$ cat src/common/mcr_pkg.sv
// ****************************************
// Shared constants for the main control word
// ****************************************
package mcr_pkg;
  // Register map, byte addresses
  localparam logic [15:0] MAIN_CONTROL_ADDR = 16'h0000;
  localparam logic [15:0] MAIN_STATUS_ADDR = 16'h0002;
  localparam logic [15:0] MAIN_CONTROL_RESET = 16'h0000;
  // Field positions in the main control word
  localparam int IRQ_EN_LSB = 0;
  localparam int IRQ_EN_MSB = 4;
  localparam int RESV_LSB = 5;
  localparam int RESV_MSB = 10;
  localparam int PAGE_ACCESS_BIT = 11;
  localparam int TX_SRC_LSB = 12;
  localparam int TX_SRC_MSB = 13;
  localparam int CLK_SUBST_BIT = 14;
  localparam int SOFT_RESET_BIT = 15;
  // Field positions in the main status word
  localparam int SERVICE_BIT = 7;
  // Mandatory reserved pattern
  localparam logic [5:0] RESV_PATTERN = 6'h20;
  // Number of modules that can raise a service request
  localparam int NUM_MODULES = 5;
  // Reset hold: 2 us at the 4 ns master clock, rounded up
  localparam int RESET_HOLD_NS = 2000;
  localparam int CLK_PERIOD_NS = 4;
  localparam int RESET_HOLD_CYCLES = (RESET_HOLD_NS + CLK_PERIOD_NS - 1) / CLK_PERIOD_NS;
  // Clock source selection for the primary transmit clock
  typedef enum logic [1:0] {
    MCR_SRC_EXTERNAL = 2'h0,
    MCR_SRC_DIV2 = 2'h1,
    MCR_SRC_DIV4 = 2'h2,
    MCR_SRC_SECONDARY = 2'h3
  } mcr_tx_src_e;
endpackage

$ cat src/common/mcr_if.sv
`timescale 1ns/100ps
// ****************************************
// Host port between processor and device
// ****************************************
interface mcr_if;
  logic [15:0] addr;
  logic cs_n;
  logic wr_n;
  logic rd_n;
  logic [15:0] data_to_dev;
  logic [15:0] data_from_dev;
  logic data_oe;
  logic irq_n;
  // Host end drives the request pins
  modport host (output addr, output cs_n, output wr_n, output rd_n, output data_to_dev,
                input data_from_dev, input data_oe, input irq_n);
  // Device end answers reads and raises the interrupt
  modport dev (input addr, input cs_n, input wr_n, input rd_n, input data_to_dev,
               output data_from_dev, output data_oe, output irq_n);
endinterface

$ cat src/verilog/mcr_device.sv
`timescale 1ns/100ps
// Notes on behaviour
// Bits 4..0 enable each module's interrupts
// Host writes reserved bits 10..5 as 100000
// Host sets page access bit 11
// Bits 13:12 pick primary transmit clock source
// Bit 14 low substitutes master/4 clocks
// Host sets bit 14 before reset release
// Bit 15 low holds modules in reset
// Reset synchronous; master clock must keep running
// Host holds reset at least 2 us
// Host releases soft reset before other accesses
// Control word resets to zero
// Interrupt needs status, module mask, main enable
// Summary service bit is OR of five
// Control word reads back last written value
module mcr_device (
  // Clock and reset
  input wire logic ref_clk,
  input wire logic reset_n,
  // Host port
  mcr_if.dev bus,
  // Module service requests, already masked inside each module
  input wire logic [4:0] module_service_req,
  // Secondary transmit clock and external clocks, sampled
  input wire logic secondary_tx_clock,
  input wire logic [3:0] external_clocks,
  // Primary transmit clock pin, three signals
  input wire logic primary_tx_clock_in,
  output logic primary_tx_clock_out,
  output logic primary_tx_clock_oe,
  // Clocks handed to inner modules
  output logic [3:0] module_clocks,
  // Reset held on every module but the host port
  output logic module_reset_n
);
  // ****************************************
  // State
  // ****************************************
  typedef struct packed {
    logic [15:0] main_control;    // Control word
    logic [1:0] div_cnt;          // Master clock divider
    logic [1:0] wr_hist;          // Write strobe history
    logic [1:0] rd_hist;          // Read strobe history
    logic [15:0] rd_data;         // Read data latch
    logic rd_oe;                  // Drive data bus
    logic irq;                    // Interrupt level
    logic tx_clk;                 // Primary clock output
    logic [3:0] mod_clk;          // Module clocks
    logic [1:0] sec_sync;         // Secondary clock synchroniser
    logic [7:0] ext_sync;         // External clocks synchroniser, two stages
    logic [9:0] svc_sync;         // Service request synchroniser
    logic [31:0] req_sync;        // cs, wr, rd, pad; host strobes pass two stages
    logic [15:0] addr_q;          // Sampled address
    logic [15:0] data_q;          // Sampled write data
  } mcr_dev_s;
  mcr_dev_s st;
  mcr_dev_s next_st;
  logic [4:0] svc;
  logic [3:0] ext;
  logic sec;
  logic cs_ok;
  logic wr_ok;
  logic rd_ok;
  logic wr_edge;
  logic rd_edge;
  logic [7:0] status_word;
  mcr_pkg::mcr_tx_src_e src;
  // ****************************************
  // Next state
  // ****************************************
  always_comb begin
    next_st = st;
    // Two flip-flop synchronisers on secondary and external clocks, service requests and strobes; address and data sampled once
    next_st.sec_sync = {st.sec_sync[0], secondary_tx_clock};
    next_st.ext_sync = {st.ext_sync[3:0], external_clocks};
    next_st.svc_sync = {st.svc_sync[4:0], module_service_req};
    next_st.req_sync = {st.req_sync[15:0], 13'h0000, ~bus.cs_n, ~bus.wr_n, ~bus.rd_n};
    next_st.addr_q = bus.addr;
    next_st.data_q = bus.data_to_dev;
    // Second stages only
    svc = st.svc_sync[9:5];
    ext = st.ext_sync[7:4];
    sec = st.sec_sync[1];
    cs_ok = st.req_sync[18];
    wr_ok = st.req_sync[17];
    rd_ok = st.req_sync[16];
    next_st.wr_hist = {st.wr_hist[0], cs_ok & wr_ok};
    next_st.rd_hist = {st.rd_hist[0], cs_ok & rd_ok};
    wr_edge = st.wr_hist[0] & ~st.wr_hist[1];
    rd_edge = st.rd_hist[0] & ~st.rd_hist[1];
    // Address and data were captured long before the strobe settles
    // full word stored
    if (wr_edge && st.addr_q == mcr_pkg::MAIN_CONTROL_ADDR) begin
      next_st.main_control = st.data_q;
    end
    // Summary status word
    // summary service bit
    status_word = {|svc, 2'h0, svc};
    if (rd_edge) begin
      if (st.addr_q == mcr_pkg::MAIN_CONTROL_ADDR) begin
        next_st.rd_data = st.main_control;
      end else if (st.addr_q == mcr_pkg::MAIN_STATUS_ADDR) begin
        next_st.rd_data = {8'h00, status_word};
      end else begin
        // Unmapped words read zero
        next_st.rd_data = 16'h0000;
      end
    end
    next_st.rd_oe = st.rd_hist[0];
    // masked interrupt
    // per-module enables
    next_st.irq = |(svc & st.main_control[mcr_pkg::IRQ_EN_MSB:mcr_pkg::IRQ_EN_LSB]);
    next_st.div_cnt = st.div_cnt + 2'h1;
    // clock substitution
    if (st.main_control[mcr_pkg::CLK_SUBST_BIT]) begin
      next_st.mod_clk = ext;
    end else begin
      next_st.mod_clk = {4{st.div_cnt[1]}};
    end
    // transmit clock source
    src = mcr_pkg::mcr_tx_src_e'(st.main_control[mcr_pkg::TX_SRC_MSB:mcr_pkg::TX_SRC_LSB]);
    unique case (src)
      mcr_pkg::MCR_SRC_EXTERNAL: begin
        next_st.tx_clk = 1'b0;
      end
      mcr_pkg::MCR_SRC_DIV2: begin
        next_st.tx_clk = st.div_cnt[0];
      end
      mcr_pkg::MCR_SRC_DIV4: begin
        next_st.tx_clk = st.div_cnt[1];
      end
      mcr_pkg::MCR_SRC_SECONDARY: begin
        // Secondary clock is itself substituted while bit 14 is low
        next_st.tx_clk = st.main_control[mcr_pkg::CLK_SUBST_BIT] ? sec : st.div_cnt[1];
      end
    endcase
  end
  // ****************************************
  // Registers
  // ****************************************
  // synchronous reset
  always_ff @(posedge ref_clk) begin
    if (!reset_n) begin
      // zero at reset
      st <= '0;
    end else begin
      st <= next_st;
    end
  end
  // ****************************************
  // Outputs
  // ****************************************
  assign bus.data_from_dev = st.rd_data;
  assign bus.data_oe = st.rd_oe;
  assign bus.irq_n = ~st.irq;
  assign primary_tx_clock_out = st.tx_clk;
  // Pin released to an external oscillator in source zero
  assign primary_tx_clock_oe =
    (st.main_control[mcr_pkg::TX_SRC_MSB:mcr_pkg::TX_SRC_LSB] != 2'h0);
  assign module_clocks = st.mod_clk;
  // soft reset hold
  assign module_reset_n = st.main_control[mcr_pkg::SOFT_RESET_BIT];
  // Pin input kept for loopback sampling elsewhere; unused here
  logic unused_pin;
  assign unused_pin = primary_tx_clock_in;
endmodule

$ cat src/flat_wrapper.sv
// flat-port wrapper written by rule: the top's interface ports become plain ports
module mcr_device_flat 
  (ref_clk, reset_n, module_service_req, secondary_tx_clock, external_clocks, primary_tx_clock_in, primary_tx_clock_out, primary_tx_clock_oe, module_clocks, module_reset_n, bus_addr, bus_cs_n, bus_wr_n, bus_rd_n, bus_data_to_dev, bus_data_from_dev, bus_data_oe, bus_irq_n);
  mcr_if bus_i ();
  input wire logic ref_clk;
  input wire logic reset_n;
  input wire logic [4:0] module_service_req;
  input wire logic secondary_tx_clock;
  input wire logic [3:0] external_clocks;
  input wire logic primary_tx_clock_in;
  output logic primary_tx_clock_out;
  output logic primary_tx_clock_oe;
  output logic [3:0] module_clocks;
  output logic module_reset_n;
  input wire logic [$bits(bus_i.addr)-1:0] bus_addr;
  input wire logic [$bits(bus_i.cs_n)-1:0] bus_cs_n;
  input wire logic [$bits(bus_i.wr_n)-1:0] bus_wr_n;
  input wire logic [$bits(bus_i.rd_n)-1:0] bus_rd_n;
  input wire logic [$bits(bus_i.data_to_dev)-1:0] bus_data_to_dev;
  output wire logic [$bits(bus_i.data_from_dev)-1:0] bus_data_from_dev;
  output wire logic [$bits(bus_i.data_oe)-1:0] bus_data_oe;
  output wire logic [$bits(bus_i.irq_n)-1:0] bus_irq_n;
  assign bus_i.addr = bus_addr;
  assign bus_i.cs_n = bus_cs_n;
  assign bus_i.wr_n = bus_wr_n;
  assign bus_i.rd_n = bus_rd_n;
  assign bus_i.data_to_dev = bus_data_to_dev;
  assign bus_data_from_dev = bus_i.data_from_dev;
  assign bus_data_oe = bus_i.data_oe;
  assign bus_irq_n = bus_i.irq_n;
  mcr_device u_core (.ref_clk(ref_clk), .reset_n(reset_n), .bus(bus_i), .module_service_req(module_service_req), .secondary_tx_clock(secondary_tx_clock), .external_clocks(external_clocks), .primary_tx_clock_in(primary_tx_clock_in), .primary_tx_clock_out(primary_tx_clock_out), .primary_tx_clock_oe(primary_tx_clock_oe), .module_clocks(module_clocks), .module_reset_n(module_reset_n));
endmodule
$ cat config.mk
export PLATFORM = sky130hd
export DESIGN_NAME = mcr_device_flat
export DESIGN_NICKNAME = d
export VERILOG_FILES = /design/src/common/mcr_pkg.sv /design/src/common/mcr_if.sv /design/src/verilog/mcr_device.sv /design/src/flat_wrapper.sv
export SDC_FILE = /design/constraint.sdc
export NUM_CORES = 1
export LEC_CHECK = 0
export BUFFER_PORTS_ARGS = -buffer_cell sky130_fd_sc_hd__buf_2
export CAP_MARGIN = 10
export CORE_MARGIN = 10
export CORE_UTILIZATION = 48
export CTS_CLUSTER_SIZE = 40
export DETAILED_ROUTE_END_ITERATION = 8
export GPL_TIMING_DRIVEN = 0
export HOLD_SLACK_MARGIN = 0.03
export PLACE_DENSITY_LB_ADDON = 0.15
export SETUP_SLACK_MARGIN = 0.5
export SYNTH_ARGS = -nofsm -noshare
export SYNTH_HDL_FRONTEND = slang
export SYNTH_SLANG_ARGS = --single-unit
$ cat constraint.sdc
create_clock -name ref_clk -period 1.7 [get_ports ref_clk]
set_clock_uncertainty 0.1 [all_clocks]
set_input_delay 0.085 -clock ref_clk [delete_from_list [all_inputs] [get_ports ref_clk]]
set_output_delay 0.085 -clock ref_clk [all_outputs]
set_load 0.01 [all_outputs]
==> metrics.md, run 1 <==
| Metric | Value |
|---|---|
| IO Pins | `between 70 and 80` |
| Critical Path Max Stage Delay | `between 500 and 600 ps` |
| Compound-Gate Fraction of Synth Area | `5.64%` |
| Worst r2r dst | `u_core.st[121]` |
| Final Hold Viols | `0` |
| Pin count of the biggest net entering global routing | `16` |
| Global route overflow | `0` |
| CTS clk-pin slew, worst paths | `roughly 90 ps` |
| Die W | `104 µm` |
| Clock Latency Late Sink | `360 ps` |
| CP required | `1840 ps` |
| Syn. warnings | `0` |
| Number of cells on the worst reg-to-reg path | `6` |
| Final period util | `108%` |
| Least-Margin Pin Slew | `537 ps` |
| Synth area leader | `dfxtp_1` |
| Core area | `6830 µm²` |
| Crit-path max FO | `10` |
| Post-DR vias/cell | `4.43` |
| DR iter-0 viols | `36` |
| Synth Flop Type | `dfxtp_1` |
| Crit path max-delay family | `simple AND/OR/NAND/NOR gates` |
| Routability Congestion | `about 0.75` |
| CP cell instances | `nor4_1, nor2b_1, nand4b_1, buf_6, buf_12, mux2i_1` |
| Rows | `30` |
| Final Slew Violations | `0` |
| Non-Filler Instances | `547` |
| FILL cells | `561` |
| Yosys reg bits | `102` |
| Longest Clk Path Bufs | `2` |
| Worst path bufs/invs | `2` |
| Main area contributors after synthesis | `dfxtp_1 (60%), and2_1 (11%), mux2i_1 (6.2%)` |
| Post-synthesis cell type count | `29` |
| Vias | `2422` |
| Hpwl dp | `4720 µm` |
| Worst rel slew slack | `a little under two thirds` |
| Status | `finished, violations left` |
| Met2 usage in global routing | `23.6%` |
| Chip height | `104 µm` |
| Vias in the first global route | `2535` |
| Diodes inserted | `0` |
| RSZ-0062 raised after global routing | `true` |
| Post-Route WL | `7180 µm` |
| Initial antenna violation count | `0` |
| Register area share after synthesis | `60.2%` |
| Initial core utilization | `49.7%` |
| Syn_nets | `364` |
| CTS tree | `built` |
| Placed Cells | `483` |
| Failing checks | `negative setup slack` |
| Largest family of logic cells by synthesized area | `simple AND/OR/NAND/NOR gates` |
| Post-synth top area share | `roughly 60%` |
| Crit. End Element | `flop` |
| Max_cap viols | `0` |
| Commonest non-fill, non-tap cell in the layout | `dfxtp_1` |
| HP Class | `primary input to flop` |
| Final #Nets | `496` |
| Final setup violation count | `32` |
| Synth-to-layout area growth | `35.5%` |
| Clk sinks | `102` |
| RR Startpoint | `u_core.st[20]` |
| IO Port Bufs | `71` |
| Post-Synth Adder-Cell Area | `0%` |
| Post-Synth XOR/XNOR Area | `less than 1%` |
| WHS Endpoint | `u_core.next_st[48]` |
| Inserted Clock Buffers | `9` |
| Root Driver | `clkbuf_8` |
| CP Class | `flop to flop` |
| Peak Freq | `~540 MHz` |
| Critical Path Start Type | `flop` |
| Worst Path Arrival | `1990 ps` |
| WL/cell | `13.1 µm` |
| FFs w/ async S/R, synth | `0%` |
| Met1 Usage GRT | `14.1%` |
| Dpl ws | `-88.5 ps` |
| Worst Hold Depth | `3` |
| First-pass GRT wire length | `11800 µm` |
| DRC errors left | `0` |
| Total track usage | `13.3%` |
| Post-Synth Simple-Gate Area | `around a fifth` |
| Most frequent cells in the layout | `dfxtp_1 (100), buf_2 (70), and2_1 (59), dlygate4sd3_1 (45), nand2_1 (43)` |
| FF-to-FF setup slack | `-140 ps` |
| Global route hottest layer | `met2` |
| Pleak | `between 2 and 2.5 nW` |
| Share of cells above drive strength 1 | `27.7%` |
| CTS H-Tree Depth | `3` |
| Pwr per Cell Area | `916 nW/µm²` |
| Syn Std Cell Area | `3390 µm²` |
| DR pass1 iterations | `4` |
| EDFF count, synth | `0` |
| Minimum clock period | `1840 ps` |
| Worst Hold Launch | `reset_n` |
| Synth Instances | `around 320` |
| DRT antenna net count | `0` |
| Slowest CP cell | `nor4_1` |
| Met3 GRT Util | `under 10%` |
| Final worst slack | `-143 ps` |
| Syn Area/Cell | `10.7 µm²` |
| Die area | `~11000 µm²` |
| Mux contribution to synthesized area | `6.19%` |
| Peak supply drop | `525 µV` |
## cells in the mapped netlist, types with 2 or more instances
cell type / number
a21boi_0: 5
a22o_1: 10
and2_1: 59
and3_1: 3
buf_4: 20
buf_6: 2
clkbuf_1: 15
dfxtp_1: 102
inv_1: 2
mux2i_1: 21
nand2_1: 43
nand2b_1: 2
nand3_1: 3
nor2b_1: 6
nor4_1: 2
o21ai_0: 8
## where the power goes
group          leakage, nW  internal (mW)  switching (mW)
Sequential           0.838           2.47          0.0249
Clock               0.0907          0.657           0.764
Combinational         1.18          0.180           0.122
## routing by layer
layer  vias up  part of all wire, %
li1       1262                    -
met5         -                    0
met3        12                  5.2
met4         0                  1.9
met1      1091                   43
met2        57                   50
## flip-flops by register name, summed over array words and instances, names as in the netlist
register,flops
u_core.st,55
u_core.primary_tx_clock_out,1
u_core.module_clocks,4
u_core.bus.data_from_dev,16
u_core.ext,4
u_core.module_reset_n,1
u_core.src,2
u_core.bus.data_oe,1
u_core.sec,1
u_core.next_st,15
u_core.cs_ok,1
u_core.rd_ok,1
## what timing repair did
action                                  4_1_cts  5_1_grt
gates resized for setup                       8       15
gates cloned                                  0        1
endpoints found under the hold margin        45        0
endpoints found under the setup margin       34       33
hold buffers                                 45        0
pin swaps                                     0        6
setup buffers                                 3        1
## worst register-to-register path: cells and delay by family (launching register included)
family        cells  cell delay (ps)
simple gates      3              910
mux               1              120
flops             1              310
buf+inv           2              290
## how the worst max path moves through the flow
stage / start / slack [ps] / cells after the start / endpoint
2_1_floorplan: u_core.st[16] / 20 / 6 / u_core.src[0]
3_3_place_gp: u_core.st[16] / -70 / 5 / u_core.bus.data_from_dev[11]
5_1_grt: u_core.st[20] / -190 / 6 / u_core.st[121]
3_5_place_dp: u_core.st[16] / -90 / 5 / u_core.bus.data_from_dev[5]
4_1_cts: u_core.st[16] / -60 / 6 / u_core.st[121]
6_report: u_core.st[20] / -140 / 6 / u_core.st[121]
## logic make-up after synthesis
family,after synthesis
AOI/OAI and AO/OA,26
xor gates and xnor gates,1
buffers and inverters,40
DFF,102
muxes,21
and+or+nand+nor,126
## through the flow
| stage | setup TNS, ps | instance area (µm²) | hold WS, ps | power (mW) | util (%) |
|---|---|---|---|---|---|
| after floorplan | 0 | 3390 | 56.6 | 2.66 | - |
| after global placement | -1370 | 3870 | 141 | 2.75 | 56.6 |
| after detailed placement | -1760 | 3870 | 144 | 2.76 | 56.6 |
| after CTS | -1020 | 4560 | 174 | 4.23 | 66.7 |
| after global routing | -4650 | 4600 | 236 | 4.37 | 67.3 |
| final | -3110 | 4600 | 172 | 4.22 | 67.3 |
## cell type report
type / instances / area [µm²] / share of cell area (%)
buffer: 38 / 253 / 5.49
clock buffer: 9 / 124 / 2.69
clock inverter: 5 / 52.6 / 1.14
inverter: 2 / 7.51 / 0.163
multi-input combinational: 174 / 1130 / 24.6
sequential: 102 / 2040 / 44.4
tap: 96 / 120 / 2.61
timing repair buffer: 121 / 866 / 18.8
No activity file was read; power rests on OpenSTA's default activity.
==> run 2: changes to the inputs <==
--- a/config.mk
+++ b/config.mk
@@ -13,7 +13,7 @@
 export DETAILED_ROUTE_END_ITERATION = 8
 export GPL_TIMING_DRIVEN = 0
 export HOLD_SLACK_MARGIN = 0.03
-export PLACE_DENSITY_LB_ADDON = 0.15
+export PLACE_DENSITY = 0.78
 export SETUP_SLACK_MARGIN = 0.5
 export SYNTH_ARGS = -nofsm -noshare
 export SYNTH_HDL_FRONTEND = slang
==> metrics.md, run 2 (synthesized netlist as in run 1, its figures left out) <==
| Metric | Value |
|---|---|
| Status | `finished, violations left` |
| Failing checks | `negative setup slack` |
| IO Pins | `73` |
| Worst hold slack | `roughly 170 ps` |
| WL/cell | `14.6 µm` |
| Least-Margin Pin Slew | `500 ps` |
| CTS tree | `built` |
| Post-DR vias/cell | `4.55` |
| Global route overflow | `0` |
| Peak supply drop | `roughly 470 µV` |
| Clock Latency Late Sink | `370 ps` |
| Final instance area | `4720 µm²` |
| Final #Nets | `499` |
| Vias | `2512` |
| Synth-to-layout area growth | `39.1%` |
| Diodes inserted | `0` |
| Non-Filler Instances | `552` |
| CTS clk-pin slew, worst paths | `90 ps` |
| DR pass1 iterations | `4` |
| Final period util | `111%` |
| Die area | `10800 µm²` |
| Chip height | `104 µm` |
| Final Hold Viols | `0` |
| Crit-path max FO | `5` |
| DRC errors left | `0` |
| Initial core utilization | `49.7%` |
| Clk sinks | `102` |
| Initial antenna violation count | `0` |
| Final setup violation count | `32` |
| HP Class | `primary input to flop` |
| Final Slew Violations | `0` |
| Vias in the first global route | `2720` |
| Post-DP Area | `3870 µm²` |
| Peak Freq | `around 530 MHz` |
| Pin count of the biggest net entering global routing | `18` |
| Root Driver | `clkbuf_8` |
| Max_cap viols | `0` |
| CTS H-Tree Depth | `3` |
| Die W | `104 µm` |
| Final worst slack | `-193 ps` |
| Pleak | `about 2.2 nW` |
| Worst Hold Launch | `reset_n` |
| IO Port Bufs | `71` |
| CP startpoint | `u_core.st[16]` |
| Pwr per Cell Area | `945 nW/µm²` |
| Total track usage | `15.6%` |
| Largest reg by FF count | `u_core.st` |
| Minimum clock period | `1890 ps` |
| Routability Congestion | `~0.79` |
| CP required | `1880 ps` |
| DRT antenna net count | `0` |
| Rows | `30` |
| Longest Clk Path Bufs | `2` |
| DR iter-0 viols | `112` |
| RSZ-0062 raised after global routing | `true` |
| Commonest non-fill, non-tap cell in the layout | `dfxtp_1` |
| Core area | `6830 µm²` |
| Worst Path Arrival | `2070 ps` |
| Critical Path Start Type | `flop` |
| Most frequent cells in the layout | `dfxtp_1 (99), buf_2 (70), and2_1 (59), dlygate4sd3_1 (45), nand2_1 (43)` |
| Power Total | `4.46 mW` |
| Crit. End Element | `flop` |
| CP Class | `flop to flop` |
| RR Startpoint | `u_core.st[16]` |
| Max FFs per register | `55` |
| Hpwl dp | `4900 µm` |
| First-pass GRT wire length | `13500 µm` |
| Share of cells above drive strength 1 | `29.6%` |
| Post-Route WL | `8080 µm` |
| Worst rel slew slack | `66.7%` |
| Inserted Clock Buffers | `9` |
| Placed Cells | `483` |
## run 2: cell count changes in the layout (fill, tap and decap cells not counted), moves of 2 or more
cell and delta:
buf_6 -2, buf_16 +2, o21ai_2 +2, buf_4 +2
o21ai_1 -2, clkinv_2 -2
## run 2: area by class of cell
cell class | count | area [µm²]
clock inverter | 7 | 97.6
buffer | 38 | 256
timing repair buffer | 124 | 925
multi-input combinational | 174 | 1140
sequential | 102 | 2050
clock buffer | 9 | 124
tap | 96 | 120
inverter | 2 | 7.51
fill | 516 | 2110
## run 2: repair_timing
item / CTS / global route
hold buffers: 45 / 0
setup endpoints to repair: 33 / 40
cloned: 2 / 0
hold endpoints to repair: 45 / 0
gates resized for setup: 14 / 16
setup buffers: 6 / 0
pin swaps: 5 / 6
## run 2: through the flow
stage	setup WS [ps]	setup TNS [ps]	utilization, %
2_1_floorplan	21.6	0	-
3_3_place_gp	-144	-1970	56.6
3_5_place_dp	-207	-3310	56.6
4_1_cts	-107	-2690	68.7
5_1_grt	-233	-5600	69.1
6_report	-193	-3180	69.1
## run 2: routing by layer
metal  global-route usage [%]  part of all wire [%]
met1                     16.6                    41
met2                     27.8                    52
met3                     3.47                   4.0
met4                     8.85                   3.2
met5                        0                     0
## run 2: path summary, 6_finish.rpt
| check | cells past startpoint | slack [ps] | to |
|---|---|---|---|
| setup / recovery | 6 | -190 | u_core.st[117] |
| hold / removal | 3 | 170 | u_core.next_st[49] |
| setup reg to reg | 6 | -190 | u_core.st[117] |
| hold reg to reg | 2 | 330 | u_core.src[1] |
## run 2: worst max-delay path, cell delays in order (launching register included)
cell and delay, ps:
dfxtp_1 320, or4_4 570, nor3_2 170, nand4b_1 140, buf_6 180, buf_12 130
mux2i_2 200
## run 2: power breakdown
group,switching [mW],internal [mW],total [mW]
sequential,0.0307,2.47,2.50
clock,0.824,0.833,1.66
combinational,0.124,0.181,0.305
total,0.979,3.48,4.46
